`src/shared/wsc_cfg.svh`:
```
// constants of the waveform sequencer: register offsets, field positions, reset values
`ifndef WSC_CFG_SVH
`define WSC_CFG_SVH

`define WSC_ADDR_W 8
`define WSC_REG_CTRL 8'h00
`define WSC_REG_START 8'h04
`define WSC_REG_SEQLOOP 8'h08
`define WSC_REG_STATUS 8'h0c
`define WSC_REG_TADDR 8'h10
`define WSC_REG_TSEGSTART 8'h14
`define WSC_REG_TSEGLEN 8'h18
`define WSC_REG_TLOOP 8'h1c
`define WSC_REG_TFLAGS 8'h20
`define WSC_REG_TWRITE 8'h24
`define WSC_REG_POS 8'h28
`define WSC_CTRL_RUN 0
`define WSC_CTRL_ARMED 1
`define WSC_CTRL_TMODE_LO 2
`define WSC_CTRL_SEQADV_LO 4
`define WSC_FLAG_ADV_LO 0
`define WSC_FLAG_LOOPEND 2
`define WSC_FLAG_LOOPBEG 3
`define WSC_FLAG_SEQEND 4
`define WSC_CTRL_RESET 32'h0000_0000

`endif

```
`src/shared/wsc_pkg.sv`:
```
// types of the waveform sequencer
package wsc_pkg;
	typedef enum logic [1:0] {
		WSC_TRIG_CONT = 2'b00,
		WSC_TRIG_TRIG = 2'b01,
		WSC_TRIG_GATE = 2'b10
	} wsc_trig_t;
	typedef enum logic [1:0] {
		WSC_ADV_AUTO = 2'b00,
		WSC_ADV_COND = 2'b01,
		WSC_ADV_REPEAT = 2'b10,
		WSC_ADV_SINGLE = 2'b11
	} wsc_adv_t;
	typedef enum logic [2:0] {
		WSC_ST_IDLE = 3'b000,
		WSC_ST_WAIT = 3'b001,
		WSC_ST_PLAY = 3'b010,
		WSC_ST_HOLD = 3'b011,
		WSC_ST_DONE = 3'b100
	} wsc_state_t;
endpackage : wsc_pkg

```
`src/hdl/wsc_event_latch.sv`:
```
// sticky advancement event store: set wins over consume, clear wins over set
module wsc_event_latch (
	// clock and reset
	input wire logic clk,
	input wire logic reset,
	// event in, consume, clear
	input wire logic eventIn,
	input wire logic consume,
	input wire logic flush,
	// stored flag
	output logic pending
);
	typedef struct packed {
		logic prevIn;
		logic flag;
	} wsc_evl_t;
	wsc_evl_t s, next_s;

	always_comb begin
		next_s = s;
		next_s.prevIn = eventIn;
		if (consume || flush) begin
			next_s.flag = 1'b0; // [RULE21]
		end
		if (eventIn && !s.prevIn && !flush) begin
			next_s.flag = 1'b1; // [RULE21]
		end
	end

	always_ff @(posedge clk) begin
		if (reset) begin
			s <= '0; // [RULE23]
		end else begin
			s <= next_s;
		end
	end

	assign pending = s.flag;
endmodule : wsc_event_latch

```
`src/hdl/wsc_edge_detect.sv`:
```
// rising and falling edge detector for a synchronous level
module wsc_edge_detect (
	// clock and reset
	input wire logic clk,
	input wire logic reset,
	// level in
	input wire logic level,
	// edges out
	output logic rise,
	output logic fall
);
	typedef struct packed {
		logic prev;
	} wsc_edg_t;
	wsc_edg_t s, next_s;

	always_comb begin
		next_s.prev = level;
	end

	always_ff @(posedge clk) begin
		if (reset) begin
			s <= '0;
		end else begin
			s <= next_s;
		end
	end

	assign rise = level && !s.prev;
	assign fall = !level && s.prev;
endmodule : wsc_edge_detect

```
`src/hdl/wsc_sequencer.sv`:
```
// sequencer engine: walks the sequence table and drives sample memory addresses
//
// Chosen here: the address-and-strobe port and the address map.
`include "wsc_cfg.svh"

// Functional notes
// [RULE1] table entries hold segment, loops, advancement
// [RULE2] start at start pointer, then next entry
// [RULE3] loop end jumps back while count remains
// [RULE4] entries may share sample memory regions
// [RULE5] one granule address per sync clock
// [RULE6] segment lengths multiple of granularity, minimum
// [RULE7] sequence repeats endlessly or counted
// [RULE8] continuous mode starts at run, endless
// [RULE9] triggered plays count, stops, re-arms
// [RULE10] triggers during play are dropped
// [RULE11] gate rise starts, gate fall stops
// [RULE12] gated mode requires continuous top advancement; here seqAdv is only stored and read back, never checked
// [RULE13] self armed obeys trigger mode only
// [RULE14] armed continuous loops first element until enable
// [RULE15] otherwise armed adds enable start condition
// [RULE16] each entry carries its own advancement mode
// [RULE17] auto advances after all loops
// [RULE18] conditional repeats until event, finishes pass
// [RULE19] repeated plays loops then holds for event
// [RULE20] single plays one pass per event
// [RULE21] advancement event latched until consumed
// [RULE22] loop counts one to 32-bit maximum
// [RULE23] reset or program mode leaves sequencer idle
module wsc_sequencer #(
	parameter int DEPTH_W = 6,
	parameter int MEM_AW = 24,
	parameter int GRAN_W = 16
) (
	// clock and reset
	input wire logic clk,
	input wire logic reset,
	// register port
	input wire logic [`WSC_ADDR_W-1:0] regAddr,
	input wire logic [31:0] regWrData,
	input wire logic regWrite,
	input wire logic regRead,
	output logic [31:0] regRdData,
	// start and advancement sources
	input wire logic trigIn,
	input wire logic enableIn,
	input wire logic eventIn,
	// sample memory side
	output logic [MEM_AW-1:0] memAddr,
	output logic memValid,
	output logic holdLast
);
	import wsc_pkg::*;

	localparam int DEPTH = 1 << DEPTH_W;

	////////////////////////////////////////////////////////////////////////////
	// sequence table
	logic [MEM_AW-1:0] tabStart [DEPTH]; // [RULE1] [RULE4]
	logic [GRAN_W-1:0] tabLen [DEPTH];
	logic [31:0] tabLoop [DEPTH];
	logic [4:0] tabFlags [DEPTH]; // [RULE16]

	typedef struct packed {
		wsc_state_t state;
		logic run;
		logic armed;
		wsc_trig_t trigMode;
		wsc_adv_t seqAdv;
		logic [DEPTH_W-1:0] startPtr;
		logic [31:0] seqLoopCfg;
		logic [DEPTH_W-1:0] tAddr;
		logic [MEM_AW-1:0] tSegStart;
		logic [GRAN_W-1:0] tSegLen;
		logic [31:0] tLoop;
		logic [4:0] tFlags;
		logic [DEPTH_W-1:0] idx;
		logic [DEPTH_W-1:0] loopBeg;
		logic [31:0] blockLoops;
		logic [GRAN_W-1:0] gran;
		logic [31:0] segLoops;
		logic [31:0] seqLoops;
		logic firstHold;
		logic enSeen;
		logic rdPend;
		logic [31:0] rdData;
		logic [MEM_AW-1:0] addrOut;
		logic validOut;
		logic holdOut;
	} wsc_state_s_t;
	wsc_state_s_t s, next_s;

	logic trigRise, trigFall, enRise, evPending, consume, flush;

	wsc_edge_detect u_trig (
		.clk(clk),
		.reset(reset),
		.level(trigIn),
		.rise(trigRise),
		.fall(trigFall)
	);

	wsc_edge_detect u_en (
		.clk(clk),
		.reset(reset),
		.level(enableIn),
		.rise(enRise),
		.fall()
	);

	wsc_event_latch u_evt (
		.clk(clk),
		.reset(reset),
		.eventIn(eventIn),
		.consume(consume),
		.flush(flush),
		.pending(evPending)
	);

	function automatic wsc_adv_t advOf(input logic [4:0] f);
		return wsc_adv_t'(f[`WSC_FLAG_ADV_LO +: 2]);
	endfunction : advOf

	////////////////////////////////////////////////////////////////////////////
	// control
	logic [4:0] curFlags;
	logic segEnd, passEnd, allLoops, startOk, canStart;
	wsc_adv_t curAdv;

	always_comb begin
		next_s = s;
		consume = 1'b0;
		flush = !s.run; // [RULE23]
		curFlags = tabFlags[s.idx];
		curAdv = advOf(curFlags);
		segEnd = (s.gran == tabLen[s.idx] - GRAN_W'(1));
		allLoops = (s.segLoops >= tabLoop[s.idx]);
		passEnd = 1'b0;
		canStart = 1'b0;
		next_s.rdPend = regRead;
		next_s.validOut = 1'b0;
		next_s.holdOut = 1'b0;
		if (regWrite) begin
			unique case (regAddr)
				`WSC_REG_CTRL: begin
					next_s.run = regWrData[`WSC_CTRL_RUN];
					next_s.armed = regWrData[`WSC_CTRL_ARMED];
					next_s.trigMode = wsc_trig_t'(regWrData[`WSC_CTRL_TMODE_LO +: 2]);
					next_s.seqAdv = wsc_adv_t'(regWrData[`WSC_CTRL_SEQADV_LO +: 2]);
				end
				`WSC_REG_START: next_s.startPtr = regWrData[DEPTH_W-1:0]; // [RULE2]
				`WSC_REG_SEQLOOP: next_s.seqLoopCfg = regWrData; // [RULE7]
				`WSC_REG_TADDR: next_s.tAddr = regWrData[DEPTH_W-1:0];
				`WSC_REG_TSEGSTART: next_s.tSegStart = regWrData[MEM_AW-1:0];
				`WSC_REG_TSEGLEN: next_s.tSegLen = regWrData[GRAN_W-1:0]; // [RULE6]
				`WSC_REG_TLOOP: next_s.tLoop = regWrData; // [RULE22]
				`WSC_REG_TFLAGS: next_s.tFlags = regWrData[4:0];
				default: ;
			endcase
		end
		// start conditions by trigger and arm mode
		unique case (s.trigMode)
			WSC_TRIG_TRIG: startOk = trigRise; // [RULE9]
			WSC_TRIG_GATE: startOk = trigRise; // [RULE11]
			default: startOk = 1'b1; // [RULE8]
		endcase
		if (s.armed && s.trigMode != WSC_TRIG_CONT) begin
			startOk = startOk && enableIn; // [RULE15]
		end
		// triggers outside the wait state are simply not looked at
		if (s.state != WSC_ST_WAIT) begin
			startOk = 1'b0; // [RULE10]
		end
		if (!s.run) begin
			next_s.state = WSC_ST_IDLE; // [RULE23]
		end else begin
			unique case (s.state)
				WSC_ST_IDLE: begin
					next_s.idx = s.startPtr; // [RULE2]
					next_s.loopBeg = s.startPtr;
					next_s.gran = '0;
					next_s.segLoops = 32'h0000_0001;
					next_s.seqLoops = 32'h0000_0001;
					next_s.firstHold = s.armed && s.trigMode == WSC_TRIG_CONT; // [RULE14]
					next_s.enSeen = 1'b0;
					next_s.blockLoops = 32'h0000_0000;
					next_s.state = WSC_ST_WAIT;
				end
				WSC_ST_WAIT: begin
					if (startOk) begin
						next_s.state = WSC_ST_PLAY; // [RULE13]
					end
				end
				WSC_ST_PLAY: begin
					next_s.validOut = 1'b1; // [RULE5]
					next_s.addrOut = tabStart[s.idx] + MEM_AW'(s.gran);
					next_s.gran = s.gran + GRAN_W'(1);
					if (s.trigMode == WSC_TRIG_GATE && trigFall) begin
						next_s.state = WSC_ST_WAIT; // [RULE11]
						next_s.idx = s.startPtr;
						next_s.blockLoops = 32'h0000_0000;
						next_s.gran = '0;
						next_s.segLoops = 32'h0000_0001;
						next_s.seqLoops = 32'h0000_0001;
					end else if (segEnd) begin
						next_s.gran = '0;
						passEnd = 1'b1;
					end
				end
				WSC_ST_HOLD: begin
					next_s.holdOut = 1'b1;
					if (evPending) begin
						consume = 1'b1;
						if (curAdv == WSC_ADV_SINGLE && !allLoops) begin
							next_s.segLoops = s.segLoops + 32'h0000_0001; // [RULE20]
						end else begin
							canStart = 1'b1; // [RULE19]
						end
						next_s.state = WSC_ST_PLAY;
					end
				end
				WSC_ST_DONE: begin
					next_s.state = WSC_ST_IDLE; // [RULE9]
				end
				default: next_s.state = WSC_ST_IDLE;
			endcase
		end
		// an enable edge between pass ends is kept until the pass ends
		if (s.firstHold && enRise) begin
			next_s.enSeen = 1'b1; // [RULE14]
		end
		// end of one pass of the current entry
		if (passEnd) begin
			if (s.firstHold) begin
				if (enRise || s.enSeen) begin
					next_s.firstHold = 1'b0; // [RULE14]
					next_s.enSeen = 1'b0;
					canStart = 1'b1;
				end
			end else begin
				unique case (curAdv)
					WSC_ADV_AUTO: begin
						if (allLoops) begin
							canStart = 1'b1; // [RULE17]
						end else begin
							next_s.segLoops = s.segLoops + 32'h0000_0001;
						end
					end
					WSC_ADV_COND: begin
						if (evPending) begin
							consume = 1'b1;
							canStart = 1'b1; // [RULE18]
						end
					end
					WSC_ADV_REPEAT: begin
						if (allLoops) begin
							next_s.state = WSC_ST_HOLD; // [RULE19]
						end else begin
							next_s.segLoops = s.segLoops + 32'h0000_0001;
						end
					end
					WSC_ADV_SINGLE: begin
						next_s.state = WSC_ST_HOLD; // [RULE20]
					end
				endcase
			end
		end
		// move to the following entry
		if (canStart) begin
			next_s.segLoops = 32'h0000_0001;
			next_s.idx = s.idx + DEPTH_W'(1); // [RULE2]
			next_s.state = WSC_ST_PLAY;
			if (curFlags[`WSC_FLAG_LOOPBEG]) begin
				next_s.loopBeg = s.idx;
			end
			if (curFlags[`WSC_FLAG_LOOPEND] && s.blockLoops > 32'h0000_0001) begin
				next_s.idx = s.loopBeg; // [RULE3]
				next_s.blockLoops = s.blockLoops - 32'h0000_0001;
			end else if (curFlags[`WSC_FLAG_LOOPEND]) begin
				next_s.blockLoops = 32'h0000_0000;
			end
			if (curFlags[`WSC_FLAG_SEQEND]) begin
				next_s.idx = s.startPtr;
				next_s.seqLoops = s.seqLoops + 32'h0000_0001;
				if (s.trigMode == WSC_TRIG_TRIG && s.seqLoopCfg != 32'h0000_0000
						&& s.seqLoops >= s.seqLoopCfg) begin
					next_s.state = WSC_ST_DONE; // [RULE7] [RULE9]
				end
			end
		end
		if (curFlags[`WSC_FLAG_LOOPBEG] && s.blockLoops == 32'h0000_0000 && s.state == WSC_ST_PLAY) begin
			next_s.blockLoops = tabLoop[s.idx]; // [RULE3]
		end
		unique case (regAddr)
			`WSC_REG_CTRL: next_s.rdData = {26'h0, s.seqAdv, s.trigMode, s.armed, s.run};
			`WSC_REG_START: next_s.rdData = 32'(s.startPtr);
			`WSC_REG_SEQLOOP: next_s.rdData = s.seqLoopCfg;
			`WSC_REG_STATUS: next_s.rdData = {27'h0, evPending, 1'b0, s.state};
			`WSC_REG_POS: next_s.rdData = 32'(s.idx);
			default: next_s.rdData = 32'h0000_0000;
		endcase
	end

	////////////////////////////////////////////////////////////////////////////
	// registers
	always_ff @(posedge clk) begin
		if (reset) begin
			s <= '0; // [RULE23]
		end else begin
			s <= next_s;
		end
	end

	always_ff @(posedge clk) begin
		if (regWrite && regAddr == `WSC_REG_TWRITE && !s.run) begin
			tabStart[s.tAddr] <= s.tSegStart; // [RULE1]
			tabLen[s.tAddr] <= s.tSegLen;
			tabLoop[s.tAddr] <= s.tLoop;
			tabFlags[s.tAddr] <= s.tFlags;
		end
	end

	assign regRdData = s.rdPend ? s.rdData : 32'h0000_0000;
	assign memAddr = s.addrOut;
	assign memValid = s.validOut;
	assign holdLast = s.holdOut;
endmodule : wsc_sequencer

```
`config.mk`:
```
export PLATFORM = sky130hd
export DESIGN_NAME = wsc_sequencer
export DESIGN_NICKNAME = d
export VERILOG_FILES = /design/src/shared/wsc_pkg.sv /design/src/hdl/wsc_event_latch.sv /design/src/hdl/wsc_edge_detect.sv /design/src/hdl/wsc_sequencer.sv
export VERILOG_INCLUDE_DIRS = /design/src /design/src/shared
export SDC_FILE = /design/constraint.sdc
export NUM_CORES = 2
export LEC_CHECK = 0
export ABC_AREA = 0
export BUFFER_PORTS_ARGS = -buffer_cell sky130_fd_sc_hd__buf_2
export CORE_MARGIN = 10
export CORE_UTILIZATION = 30
export DETAILED_ROUTE_END_ITERATION = 10
export GPL_TIMING_DRIVEN = 0
export SLEW_MARGIN = 20
export SYNTH_ARGS = -nofsm -noshare
export SYNTH_HDL_FRONTEND = slang
export SYNTH_HIERARCHICAL = 1
export SYNTH_MEMORY_MAX_BITS = 65536
export SYNTH_SLANG_ARGS = --single-unit
```
`constraint.sdc`:
```
create_clock -name clk -period 7.7 [get_ports clk]
set_clock_uncertainty 0.1 [all_clocks]
set_input_delay 1.54 -clock clk [delete_from_list [all_inputs] [get_ports clk]]
set_output_delay 1.54 -clock clk [all_outputs]
set_load 0.02 [all_outputs]
```
==> impl_results.md <==
* Port bufs at 98
* Final routed DRC violation total at 0
* Worst setup path endpoint: s[95]$_SDFF_PP0_
* Overall Power at 56.2 mW
* Static leakage power at 88.8 nW
* Slew Viols, Final at 0
* Worst min-delay path class: flop to flop
* Vias in the first global route at 108,530
* Non-filler cells in the finished layout at 20,253
* Fraction of final layout cells sized beyond drive strength 1 at 30.9%
* Pin slew with the least headroom to its limit at 1380 ps
* Max H-tree Level at 6
* Root cell of the clock tree: sky130_fd_sc_hd__clkbuf_16
* Library cell contributing the largest single delay on the critical path: sky130_fd_sc_hd__dfxtp_1
* Overall routed net length at 700,000 um
* Die Height at 846 um
* Number of setup violations in the final report at 0
* Worst IR drop on VDD at 0.000230 V
* TritonRoute pass-1 iters at 8
* End of the worst register-to-register path: s[95]$_SDFF_PP0_
* Largest net degree at the start of global routing at 66
* Number of clock sinks seen by CTS at 5,253
* Register-to-Register Setup Slack at 20 ps
* Detailed placement HPWL at 489,000 um
* Initial core utilization at 30.1%
* Number of placed instances with taps included at 19,295
* Endpoint required time on the critical path at 8530 ps
* Post-detailed-route wirelength per cell at 34.6 um
* Area growth from synthesis to layout at 21.4%
* Max frequency at 130 MHz
* Number of nets at the end of the flow at 10,952
* Average cell area after synthesis at 21.3 um^2
* Final core utilization at 36.5%
* Area of the core at 0.681 mm^2
* Result of the run: finished, final reports clean
* Remaining global-route overflow at 0
* Initial antenna violation count at 55
* Routed vias/inst at 5.63
* Post-synthesis instance total at 9,626
* Total clock buffers created by CTS at 524
* Worst hold slack at 361 ps
* Horiz. Die Dim at 846 um
* Routability cong. at 0.878
* Clock-pin slew on the worst setup and hold paths at 60 ps
* Startpoint kind of the worst setup timing path: flop
* Hold buffer count at CTS at 0
* Final clock period utilization by the worst path at 99.8%
* Critical-path cell list: clkbuf_2, buf_2, buf_6, buf_4, clkbuf_4, buf_4, clkbuf_4, mux4_2, inv_1, ha_1, nand4_1, or2_2, nor2_1, nand3b_1, a2111o_1, a31oi_1, o21ai_0, or4_4, o21a_4, buf_6, nand2_2, buf_2, a21oi_1, o311a_1
* Setup Total Neg Slack at 0 ps
* Netlist Area Pre-Place at 0.205 mm^2
* Number of max-cap violations at 0
* Number of routed nets with antenna violations at 0
* Critical path type: flop to flop
* Time the final worst path needs with I/O delays and setup at 7680 ps
* Highest net fanout along the worst path at 28
* Relative slew margins at 8.09%
* Die ar. at 0.716 mm^2
* Wire length of the first global-routing pass at 939,000 um
* Fillcell total at 61,113
* Worst stage delay on the critical path at 580 ps
* Reg2reg path depth at 24
* Worst-case clock buffer depth at 4
* Number of hold violations in the final report at 0
* Via count at 114,020
* Num ports at 105
* Net count after synthesis at 9,764
* Number of warnings reported in the yosys synthesis log at 6
* Capturing element type of the critical path: flop
* Overall track demand over capacity in global routing at 18.8%
* Arrival time at the worst endpoint at 8510 ps
* Row cnt at 303
* Clock latency of the later-clocked register in the worst-skew pair at 1140 ps
* Clock tree from TritonCTS: built
* Power density over the cells at 226 mW/mm^2
* Drt first-iter violations at 19,758
layer usage:
layer  GRT usage, %  vias up  wire length [um]
li1               -    42881                 -
met1           25.3    60939            264000
met2           28.2     8417            311000
met3           5.02     1761             85000
met4           9.20       22             40000
met5              0        -               481
worst min-delay path by stage:
| stage | from | end | depth (start not counted) |
|---|---|---|---|
| 4_1_cts | s[307]$_SDFFE_PP0P_ | s[307]$_SDFFE_PP0P_ | 2 |
| 5_1_grt | s[306]$_SDFFE_PP0P_ | s[306]$_SDFFE_PP0P_ | 2 |
| 2_1_floorplan | s[164]$_SDFF_PP0_ | s[164]$_SDFF_PP0_ | 2 |
| 6_report | s[307]$_SDFFE_PP0P_ | s[307]$_SDFFE_PP0P_ | 2 |
| 3_5_place_dp | s[307]$_SDFFE_PP0P_ | s[307]$_SDFFE_PP0P_ | 2 |
| 3_3_place_gp | s[307]$_SDFFE_PP0P_ | s[307]$_SDFFE_PP0P_ | 2 |
final cells by class:
cell class                 instances  area, um^2  share of cell area (%)
clock inverter                   281        2650                    1.06
antenna                           37        92.6                  0.0373
tap                             8997       11300                    4.53
multi-input combinational       3714       47700                    19.2
timing repair buffer             684       13900                    5.58
buffer                           523        3880                    1.56
clock buffer                     650       13900                    5.61
inverter                         114         428                   0.172
sequential                      5253      155000                    62.2
flip-flops by register name, summed over array words and instances, names as in the netlist, named ones only:
name / cells
s: 289
u_evt/pending: 1
memValid: 1
tabStart: 1536
u_evt/s: 1
holdLast: 1
u_trig/s: 1
tabLen: 1024
u_en/s: 1
tabFlags: 320
tabLoop: 2048
memAddr: 24
worst max-delay path: cells and delay by family, from the launching register on:
kind	cells	cell delay (ps)
AO/OA/AOI/OAI	6	1380
multiplexers	1	380
AND/OR/NAND/NOR	6	1320
adder cells (fa/ha/maj)	1	310
buffers and inverters	10	3320
flip-flops	1	580
per-stage QoR:
stage | cell area [um^2] | setup WS (ps)
floorplan | 205000 | 178
global placement | 216000 | -9200
detailed placement | 230000 | -4220
CTS | 248000 | 1.03
global route | 248000 | -0.867
finish | 248000 | 17.2
layout by cell type, fill, tap and decap left out, types with 103 or more instances in the layout:
| cell type | n |
|---|---|
| sky130_fd_sc_hd__nand2_1 | 409 |
| sky130_fd_sc_hd__clkinv_1 | 104 |
| sky130_fd_sc_hd__inv_1 | 110 |
| sky130_fd_sc_hd__dfxtp_1 | 246 |
| sky130_fd_sc_hd__edfxtp_1 | 4928 |
| sky130_fd_sc_hd__clkbuf_1 | 218 |
| sky130_fd_sc_hd__mux2i_1 | 196 |
| sky130_fd_sc_hd__clkbuf_16 | 539 |
| sky130_fd_sc_hd__nand3_1 | 123 |
| sky130_fd_sc_hd__buf_12 | 329 |
| sky130_fd_sc_hd__nor2_1 | 112 |
| sky130_fd_sc_hd__o21ai_0 | 103 |
| sky130_fd_sc_hd__buf_2 | 182 |
| sky130_fd_sc_hd__a21oi_1 | 230 |
| sky130_fd_sc_hd__mux4_2 | 1458 |
| sky130_fd_sc_hd__buf_16 | 251 |
power breakdown:
part,total [mW],switching (mW),internal [mW]
registers,30.7,0.00497,30.7
clock network,25.3,11.2,14.1
logic,0.170,0.142,0.0274
repair_timing:
item                       CTS  global route
gates cloned                 1             2
buffers inserted             7             2
setup endpoints to repair  158           121
gates resized for setup    406           129
pin swaps                    3             2
No activity file was read; power rests on OpenSTA's default activity.
